[config.mk]
export PLATFORM = sky130hd
export DESIGN_NAME = acs_seq
export DESIGN_NICKNAME = d
export VERILOG_FILES = /design/src/include/acs_pkg.sv /design/src/rtl/acs_edge_sync.sv /design/src/rtl/acs_seq.sv
export VERILOG_INCLUDE_DIRS = /design/src /design/src/include
export SDC_FILE = /design/constraint.sdc
export NUM_CORES = 1
export LEC_CHECK = 0
export ABC_AREA = 0
export ABC_CLOCK_PERIOD_IN_PS = 3400
export BUFFER_PORTS_ARGS = -buffer_cell sky130_fd_sc_hd__buf_2
export CORE_ASPECT_RATIO = 0.5
export CORE_UTILIZATION = 50
export DETAILED_ROUTE_END_ITERATION = 8
export PLACE_DENSITY = 0.68
export SLEW_MARGIN = 20
export SYNTH_ARGS = -nofsm -noshare
export SYNTH_HDL_FRONTEND = slang
export SYNTH_SLANG_ARGS = --single-unit
[constraint.sdc]
create_clock -name ref_clk -period 3.4 [get_ports ref_clk]
set_input_delay 0.17 -clock ref_clk [delete_from_list [all_inputs] [get_ports ref_clk]]
set_output_delay 0.17 -clock ref_clk [all_outputs]
set_load 0.02 [all_outputs]
[src/include/acs_defs.svh]
// constants for the conversion sequencer timing block
`ifndef ACS_DEFS_SVH
`define ACS_DEFS_SVH

`define ACS_CONVERT_SELECT_LONG_CK    8'h2C
`define ACS_CONVERT_SELECT_SHORT_CK   8'h15
`define ACS_ACQ_6_CK        8'h06
`define ACS_ACQ_10_CK       8'h0A
`define ACS_ACQ_18_CK       8'h12
`define ACS_ACQ_34_CK       8'h22
`define ACS_DOR_MAX_SK      4'h9
`define ACS_CONVERT_SELECT_VALID_SK   4'h8
`define ACS_PWRUP_US        250
`define ACS_PD_SYNC_CK      18'h3
`define ACS_CLK_MHZ         100
`define ACS_CONVERSION_CLOCK_DIV        8'h0C
`define ACS_ONE8            8'h01
`define ACS_ONE4            4'h1

`endif

[src/include/acs_pkg.sv]
// types for the conversion sequencer timing block
`default_nettype none
package acs_pkg;

	typedef enum logic [2:0] {
		ACS_OFF  = 3'h0,
		ACS_WAKE = 3'h1,
		ACS_IDLE = 3'h3,
		ACS_ACQ  = 3'h2,
		ACS_CONVERT_SELECT = 3'h6
	} acs_state_e;

	typedef struct packed {
		logic       start;
		logic       short_res;
		logic [1:0] acq_sel;
		logic       sw_power_up;
		logic       sw_power_down;
	} acs_cmd_s;

	typedef struct packed {
		logic       end_of_convert_select;
		logic       busy;
		logic       awake;
	} acs_status_s;

endpackage : acs_pkg
`default_nettype wire

[src/rtl/acs_edge_sync.sv]
// two-flop synchroniser with edge detection for pin inputs
`default_nettype none
module acs_edge_sync (
	input  wire logic ref_clk,
	input  wire logic srst,
	input  wire logic pin,
	output logic      level,
	output logic      rise,
	output logic      fall
);
	logic [2:0] sh;

	always_ff @(posedge ref_clk) begin
		if (srst) begin
			sh <= 3'h0;
		end else begin
			sh <= {sh[1:0], pin};
		end
	end

	// sh[0] is the metastable stage; only sh[1] and sh[2] feed logic
	assign level = sh[1];
	assign rise  = sh[1] & ~sh[2];
	assign fall  = ~sh[1] & sh[2];
endmodule : acs_edge_sync
`default_nettype wire

[src/rtl/acs_seq.sv]
// conversion sequencer: conversion, acquisition, ready and power-up timing
`include "acs_defs.svh"
`default_nettype none

// Overview of operation
// RULE_01 - twelve-bit conversion completes within 44 conversion-clock periods
// RULE_02 - eight-bit conversion completes within 21 conversion-clock periods
// RULE_03 - acquisition lasts 6, 10, 18 or 34 periods, at most one more
// RULE_04 - with select held low, ready pulse stays high at most 9 serial clocks
// RULE_05 - convert-select read data valid within 8 serial clocks
// RULE_06 - after power-down pin falls, end-of-conversion rises within 250 us
// RULE_07 - after software power-up, end-of-conversion rises within 250 us
// RULE_08 - host waits for end-of-conversion after power-up before converting
module acs_seq #(
	parameter int unsigned PWRUP_CYCLES = `ACS_PWRUP_US * `ACS_CLK_MHZ
) (
	input  wire logic               ref_clk,
	input  wire logic               srst,
	input  wire logic               conversion_clock,
	input  wire logic               serial_clock,
	input  wire logic               chip_select_n,
	input  wire logic               convert_select_n,
	input  wire logic               power_down_pin,
	input  wire acs_pkg::acs_cmd_s  cmd,
	output acs_pkg::acs_status_s    status,
	output logic                    data_out_ready,
	output logic                    convert_select_data_valid
);
	typedef struct packed {
		acs_pkg::acs_state_e st;
		logic [7:0]          cnt;
		logic [7:0]          acq_len;
		logic                short_res;
		logic [17:0]         wake_cnt;
		logic                eoc;
		logic [3:0]          dor_cnt;
		logic                dor;
		logic [3:0]          cv_cnt;
		logic                cv_valid;
	} acs_regs_s;

	acs_regs_s r;
	acs_regs_s next_r;
	logic ck_rise;
	logic sk_fall;
	logic cs_low;
	logic cv_low;
	logic pd_hi;
	logic pd_fall;
	logic cv_n_lvl;

	// ====================================================================
	// pin synchronisers
	acs_edge_sync u_ck (.ref_clk(ref_clk), .srst(srst), .pin(conversion_clock),
		.level(), .rise(ck_rise), .fall());
	acs_edge_sync u_sk (.ref_clk(ref_clk), .srst(srst), .pin(serial_clock),
		.level(), .rise(), .fall(sk_fall));
	acs_edge_sync u_cs (.ref_clk(ref_clk), .srst(srst), .pin(chip_select_n),
		.level(), .rise(), .fall(cs_low));
	acs_edge_sync u_cv (.ref_clk(ref_clk), .srst(srst), .pin(convert_select_n),
		.level(cv_n_lvl), .rise(), .fall());
	// the convert-select pin is active low
	assign cv_low = ~cv_n_lvl;
	acs_edge_sync u_pd (.ref_clk(ref_clk), .srst(srst), .pin(power_down_pin),
		.level(pd_hi), .rise(), .fall(pd_fall));

	logic cs_n_lvl;
	acs_edge_sync u_csl (.ref_clk(ref_clk), .srst(srst), .pin(chip_select_n),
		.level(cs_n_lvl), .rise(), .fall());

	// ====================================================================
	// next-state logic
	always_comb begin
		next_r = r;
		case (r.st)
			acs_pkg::ACS_OFF: begin
				next_r.eoc = 1'b0;
				if (pd_fall || (!pd_hi && cmd.sw_power_up)) begin
					next_r.st       = acs_pkg::ACS_WAKE;
					// the pin fall reaches us three cycles late; credit them so eoc still meets the limit
					next_r.wake_cnt = pd_fall ? `ACS_PD_SYNC_CK : 18'h0; // RULE_06
				end
			end
			acs_pkg::ACS_WAKE: begin
				// wake time counted on ref_clk so a halted conversion clock cannot stall it
				next_r.wake_cnt = r.wake_cnt + 18'h1;
				if (32'(r.wake_cnt) >= PWRUP_CYCLES - 1) begin // RULE_06 RULE_07
					next_r.st  = acs_pkg::ACS_IDLE;
					next_r.eoc = 1'b1;
				end
			end
			acs_pkg::ACS_IDLE: begin
				// a start during wake-up is dropped; the host must wait for eoc
				if (cmd.start) begin // RULE_08
					next_r.st        = acs_pkg::ACS_ACQ;
					next_r.eoc       = 1'b0;
					next_r.cnt       = 8'h0;
					next_r.short_res = cmd.short_res;
					case (cmd.acq_sel) // RULE_03
						2'h0:    next_r.acq_len = `ACS_ACQ_6_CK;
						2'h1:    next_r.acq_len = `ACS_ACQ_10_CK;
						2'h2:    next_r.acq_len = `ACS_ACQ_18_CK;
						default: next_r.acq_len = `ACS_ACQ_34_CK;
					endcase
				end
			end
			acs_pkg::ACS_ACQ: begin
				if (ck_rise) begin
					next_r.cnt = r.cnt + `ACS_ONE8;
					// one rise past the programmed count: the period in which start lands is partial
					if (r.cnt >= r.acq_len) begin // RULE_03
						next_r.st  = acs_pkg::ACS_CONVERT_SELECT;
						next_r.cnt = 8'h0;
					end
				end
			end
			acs_pkg::ACS_CONVERT_SELECT: begin
				if (ck_rise) begin
					next_r.cnt = r.cnt + `ACS_ONE8;
					if (r.cnt + `ACS_ONE8 >= (r.short_res ? `ACS_CONVERT_SELECT_SHORT_CK
							: `ACS_CONVERT_SELECT_LONG_CK)) begin // RULE_01 RULE_02
						next_r.st  = acs_pkg::ACS_IDLE;
						next_r.eoc = 1'b1;
					end
				end
			end
			default: next_r.st = acs_pkg::ACS_OFF;
		endcase

		// power-down wins over any conversion or wake-up activity; ready and data-valid logic keep running
		if (pd_hi || cmd.sw_power_down) begin
			next_r.st  = acs_pkg::ACS_OFF;
			next_r.eoc = 1'b0;
		end

		// ready pulse: starts on select falling, ends after 9 serial clocks or when select rises
		if (cs_low) begin
			next_r.dor     = 1'b1;
			next_r.dor_cnt = 4'h0;
		end else if (r.dor && sk_fall) begin
			next_r.dor_cnt = r.dor_cnt + `ACS_ONE4;
			if (r.dor_cnt + `ACS_ONE4 >= `ACS_DOR_MAX_SK) begin // RULE_04
				next_r.dor = 1'b0;
			end
		end
		if (cs_n_lvl) begin
			next_r.dor = 1'b0;
		end

		// convert-select data validity after 8 serial clocks
		if (!cv_low) begin
			next_r.cv_cnt   = 4'h0;
			next_r.cv_valid = 1'b0;
		end else if (sk_fall && !r.cv_valid) begin
			next_r.cv_cnt = r.cv_cnt + `ACS_ONE4;
			if (r.cv_cnt + `ACS_ONE4 >= `ACS_CONVERT_SELECT_VALID_SK) begin // RULE_05
				next_r.cv_valid = 1'b1;
			end
		end
	end

	always_ff @(posedge ref_clk) begin
		if (srst) begin
			r    <= '0;
			r.st <= acs_pkg::ACS_OFF;
		end else begin
			r <= next_r;
		end
	end

	assign status = '{
		end_of_convert_select: r.eoc,
		busy:        (r.st == acs_pkg::ACS_ACQ) || (r.st == acs_pkg::ACS_CONVERT_SELECT),
		awake:       (r.st != acs_pkg::ACS_OFF) && (r.st != acs_pkg::ACS_WAKE)
	};
	assign data_out_ready     = r.dor;
	assign convert_select_data_valid    = r.cv_valid;

	// ====================================================================
	// assertions
	logic [7:0] ck_in_convert_select;
	always_ff @(posedge ref_clk) begin
		if (srst || r.st != acs_pkg::ACS_CONVERT_SELECT) begin
			ck_in_convert_select <= 8'h0;
		end else if (ck_rise) begin
			ck_in_convert_select <= ck_in_convert_select + `ACS_ONE8;
		end
	end

	convert_select_long_a : assert property (@(posedge ref_clk) disable iff (srst) // RULE_01
		(r.st == acs_pkg::ACS_CONVERT_SELECT && !r.short_res) |-> ck_in_convert_select < `ACS_CONVERT_SELECT_LONG_CK)
		else $error("long conversion overran");
	convert_select_short_a : assert property (@(posedge ref_clk) disable iff (srst) // RULE_02
		(r.st == acs_pkg::ACS_CONVERT_SELECT && r.short_res) |-> ck_in_convert_select < `ACS_CONVERT_SELECT_SHORT_CK)
		else $error("short conversion overran");
	acq_len_a : assert property (@(posedge ref_clk) disable iff (srst) // RULE_03
		(r.st == acs_pkg::ACS_ACQ && next_r.st == acs_pkg::ACS_CONVERT_SELECT) |-> r.cnt == r.acq_len)
		else $error("acquisition length wrong");
	dor_max_a : assert property (@(posedge ref_clk) disable iff (srst) // RULE_04
		r.dor |-> r.dor_cnt < `ACS_DOR_MAX_SK)
		else $error("ready held too long");
	cv_valid_a : assert property (@(posedge ref_clk) disable iff (srst) // RULE_05
		$rose(r.cv_valid) |-> $past(r.cv_cnt) == `ACS_CONVERT_SELECT_VALID_SK - `ACS_ONE4)
		else $error("convert data valid at wrong count");
	wake_eoc_a : assert property (@(posedge ref_clk) disable iff (srst) // RULE_06 RULE_07
		(r.st == acs_pkg::ACS_WAKE) |-> 32'(r.wake_cnt) < PWRUP_CYCLES)
		else $error("power-up exceeded");
	off_eoc_a : assert property (@(posedge ref_clk) disable iff (srst) // RULE_08
		(r.st == acs_pkg::ACS_OFF || r.st == acs_pkg::ACS_WAKE) |-> !r.eoc)
		else $error("eoc high while not awake");
	start_acq_a : assert property (@(posedge ref_clk) disable iff (srst) // RULE_03
		(r.st == acs_pkg::ACS_IDLE && cmd.start && !pd_hi && !cmd.sw_power_down)
		|=> r.st == acs_pkg::ACS_ACQ && !r.eoc)
		else $error("start not taken");

	convert_select_done_c : cover property (@(posedge ref_clk) disable iff (srst)
		r.st == acs_pkg::ACS_CONVERT_SELECT ##1 r.st == acs_pkg::ACS_IDLE);
	wake_done_c : cover property (@(posedge ref_clk) disable iff (srst) $rose(status.awake));
	dor_end_c : cover property (@(posedge ref_clk) disable iff (srst) $fell(r.dor) && !cs_n_lvl);
	cv_c : cover property (@(posedge ref_clk) disable iff (srst) $rose(r.cv_valid));
endmodule : acs_seq
`default_nettype wire

After elaboration in Yosys (flattened, before gate mapping)
Cells that the tools add are included.
{"block": "word_totals", "reg_bits": 65, "inputBits": 13, "out_inout_bits": 5, "word_cells": 97}
{"block": "op_classes", "n_addsub": 4, "n_lt_le_gt_ge": 5, "n_eq_ne": 14, "mux": 22, "n_bitwise": 8, "reduce_logical": 28}
{"op": "$pmux 18 s2", "count": 1}
{"op": "$mux 11", "count": 3}
{"op": "$pmux 8 s3", "count": 1}
{"op": "$mux 20", "count": 1}
{"op": "$add 18x1->18 const B", "count": 1}
{"op": "$ge 18x15->1 const B", "count": 1}
{"op": "$mux 18", "count": 1}
{"op": "$pmux 6 s3", "count": 1}
{"op": "$pmux 3 s5", "count": 1}
{"op": "$ne 2x2->1 const B", "count": 7}
{"op": "$mux 3", "count": 3}
{"op": "$add 4x1->4 const B", "count": 2}
{"op": "$add 8x1->8 const B", "count": 1}
{"op": "$ge 4x4->1 const B", "count": 2}
{"op": "$ge 8x6->1", "count": 1}
{"op": "$ge 8x8->1", "count": 1}
{"op": "$reduce_and 2->1", "count": 4}
{"op": "$reduce_or 2->1", "count": 4}
{"op": "$mux 1", "count": 7}
{"op": "$reduce_and 7->1", "count": 1}
{"op": "$eq 3x2->1 const B", "count": 2}
{"op": "$mux 6", "count": 1}
{"op": "$reduce_bool 2->1", "count": 3}
{"op": "$reduce_bool 3->1", "count": 2}
{"op": "17 further kinds", "count": 29}

Longest topological paths before layout
{"block": "depth", "word_depth": 5, "ltp_mapped": 11, "depth_no_buf": 10}

By module
Synthesis repeated with hierarchy kept, for this count alone.
{"block": "unflattened", "hier_cells": 371, "area_unflattened_um2": 3185.6}
{"module": "acs_seq", "instances": 1, "cells_each": 323, "area_per_inst_um2": 2637.5, "seq_area_each_um2": 920.9}
{"module": "acs_edge_sync", "instances": 6, "cells_each": 8, "area_per_inst_um2": 91.3, "seq_area_each_um2": 60.1}

Worst setup path before layout
No wires, ideal clock.
{"block": "synth_timing", "kind": "register to register", "startpoint": "register r[38] (netlist name)", "endpoint": "register r (netlist bit status[2])", "setup_time_ns": 0.120, "arrival_time_ns": 2.214, "required_time_ns": 3.280, "setup_slack_ns": 1.066, "stages_incl_launch_ff": 12, "path_buffers": 1, "period_less_slack_ns": 2.334, "path_cell_list": "dfxtp_1 ha_1 clkbuf_1 nand3_1 xnor2_1 ha_1 a21o_1 a211oi_1 o311ai_1 o211ai_2 nor2_1 o31a_1"}
{"block": "synth_via", "elab_chain_len": 4}
{"item": "start: declaration", "line": "acs_seq.sv:42", "source": "acs_regs_s r;"}
{"item": "start signal: assignment", "line": "acs_seq.sv:167", "source": "r <= next_r;"}
{"item": "$add 8x1->8 (no source line)"}
{"item": "$ge 8x6->1", "line": "acs_seq.sv:120", "source": "if (r.cnt + `ACS_ONE8 >= (r.short_res ? `ACS_CONVERT_SELECT_SHORT_CK"}
{"item": "$ne 2x2->1 (no source line)"}
{"item": "$reduce_and 5->1 (no source line)"}
No other way between the ends.
A chain may end at the register's enable or synchronous reset.

Worst setup path in the final report
Same ends and word-level chain as after synthesis.

==> impl_metrics.ini <==
[run_status]
status = completed

[logic_synthesis]
synth_edf_count = 0
netlist_instances = 372
synth_area_um2 = 3070
async_reset_ff_share_pct = 0
syn_area_per_cell_um2 = 8.24
synth_flop_cell = dfxtp_1
yosysWarnings = 0
synthesis.nets = 399
ys_types = 55
synth_seq_cells = 60
ys_seq_area_share_pct = 39.2

[critical_path]
worstPathArrival_ns = 2.74
crit_type = reg2reg
end_kind = flip-flop
cp_max_fo = 7
r2r-start = r[38]
timing.rr.end = status[2]
startpoint = r[38]
r2r_slack_ns = 0.88
required_ns = 3.62
r2r_cells = 10
start_kind = flip-flop

[grt]
use_met3_pct = 9.67
busiest_layer = met2
met1_usage_pct = 26.7
antenna_found_initial = 0
grt_max_degree = 51
grt_pass1_vias = 2507
grt_usage_pct = 22.4
grt_remaining_overflow = 0
grt_pass1_wl_um = 11300
use_met2_pct = 36.6

[routing]
drcViolationCount = 0
vias = 2636
drt_pass1_iterations = 5
detail_route.wl_per_cell_um = 13.5
drt_iter0_markers = 97
wl_um = 6190
via_per_inst = 5.74
ant_nets = 0

[sta]
period_share_pct = 74.2
period_needed_ns = 2.52
setup_tns_ns = 0
max_freq_mhz = 397
worst_pin_slew_ns = 0.891
worst_hold_slack_ns = 0.0508
fin_skew_ns = 0.00839
finalMaxSlewViolations = 0
slew_headroom_pct = 40.6
hold_violations = 0
finalSetupViolCount = 0
rsz0062_at_grt = false

[clock_network]
cts_hold_buffers = 0
cts_max_level = 3
clk_pin_slew_ns = 0.05
clockBufferDepth = 2
cts_resized = 0
clk_latency_ns = 0.33
cts.sinks = 60
root_buffer = clkbuf_16
cts_tree = yes
cts_setup_buffers = 0
numCtsBuffers = 9

[cells_and_area]
drive_above_1_share_pct = 10.1
area_growth_pct = 13.3
final_nets = 408
utilization_pct = 61.1
seqCellArea_um2 = 1200
multiInputGateArea_um2 = 1710
fillers = 489
n_antenna_cell = 0
final_area_um2 = 3470

[hold_path]
min_to = u_cs.sh[0]
min_path_cells = 2
hold_class = in2reg
min_from = chip_select_n

[power_and_ir_drop]
cellLeakagePower_uw = 0.00130
ir_drop_v = 0.000297
powerDensity_nw_per_um2 = 504

[floorplan]
die_w_um = 113
initial_core_util_pct = 54.0
core_area_um2 = 5680
ioPinCount = 18
die-height_um = 57.4
die_area_um2 = 6470
rows = 19

[run]
drv_cap = 0

[placed_design]
numPortBuffers = 17
gp_congestion = 0.862
hpwl_um = 4220
dpl-instance-area_um2 = 3160
-- layout make-up --
cell class / instances / area share, %
Multi-Input combinational cell: 274 / 49.2
Sequential cell: 60 / 34.6
Clock buffer: 9 / 6.48
Clock inverter: 7 / 2.63
Tap cell: 73 / 2.63
Timing Repair Buffer: 17 / 2.45
Inverter: 19 / 2.05
-- cells in the mapped netlist, drive strengths merged (10+ instances only) --
cell type | count | area share, %
nand2 | 24 | 3.2
clkbuf | 12 | 1.5
nand4 | 10 | 2.0
ha | 14 | 5.7
dfxtp | 60 | 39
nor3 | 12 | 2.1
nand3 | 18 | 2.9
nor2 | 45 | 5.8
nor2b | 16 | 3.3
inv | 19 | 2.3
a21oi | 19 | 3.1
o21ai | 21 | 3.4
-- metrics by stage --
stage | worst slack [ns] | instances | total power [µW]
2_1_floorplan | 1.07 | 372 | 793
3_3_place_gp | 0.998 | 443 | 812
3_5_place_dp | 0.918 | 443 | 815
4_1_cts | 0.902 | 459 | 1770
5_1_grt | 0.539 | 459 | 1820
6_report | 0.878 | 459 | 1750
-- per-layer routing --
layer	vias up	wire [µm]
li1	1347	-
met1	1224	3040
met2	54	2780
met3	11	267
met4	0	102
met5	-	0
-- how the worst max path moves through the flow --
stage / slack, ns / end
finish: 0.88 / status[2]
global route: 0.54 / status[2]
CTS: 0.90 / status[2]
detailed placement: 0.92 / status[2]
global placement: 1.0 / status[2]
floorplan: 1.07 / status[2]
-- report_power, final --
group | leakage (µW) | internal [µW] | total, µW | switching, µW
clock | 0.000155 | 637 | 949 | 312
sequential | 0.000486 | 715 | 725 | 9.70
combinational | 0.000660 | 28.0 | 75.6 | 47.6
total | 0.00130 | 1380 | 1750 | 369
-- cells in the final DEF, fill, tap and decap left out, types with 9 or more instances in the layout --
| cell type | instances |
|---|---|
| buf_2 | 17 |
| clkbuf_16 | 9 |
| ha_1 | 14 |
| nor2_1 | 43 |
| a21oi_1 | 19 |
| nor3_1 | 11 |
| o21ai_0 | 19 |
| nand3_1 | 18 |
| nand4_1 | 10 |
| inv_1 | 19 |
| dfxtp_1 | 60 |
| nand2_1 | 23 |
| nor2b_1 | 16 |
-- registers in the layout (all words and copies together) (netlist names) --
| register | flops |
|---|---|
| status | 1 |
| convert_select_data_valid | 1 |
| u_sk.sh | 3 |
| u_pd.sh | 3 |
| data_out_ready | 1 |
| u_cv.sh | 2 |
| u_ck.sh | 3 |
| u_cs.sh | 3 |
| r | 43 |
-- critical path: stages, from the launching register on --
cell	delay, ns
dfxtp_1	0.42
ha_1	0.33
nand3_1	0.13
xnor2_1	0.23
ha_1	0.29
a21o_1	0.18
a211oi_1	0.24
o311ai_1	0.16
o211ai_2	0.14
nor2_1	0.07
o31a_1	0.23
-- kinds of logic after synthesis --
kind of cell               Yosys count  synth area share (%)
muxes                                6                  1.96
buffers and inverters               38                  5.14
DFF                                 60                  39.2
adders and majority gates           14                  5.71
and+or+nand+nor                    163                  28.1
xor gates and xnor gates            10                  2.86
AOI/OAI and AO/OA                   81                  17.1
Power figures use the tool's default switching activity.
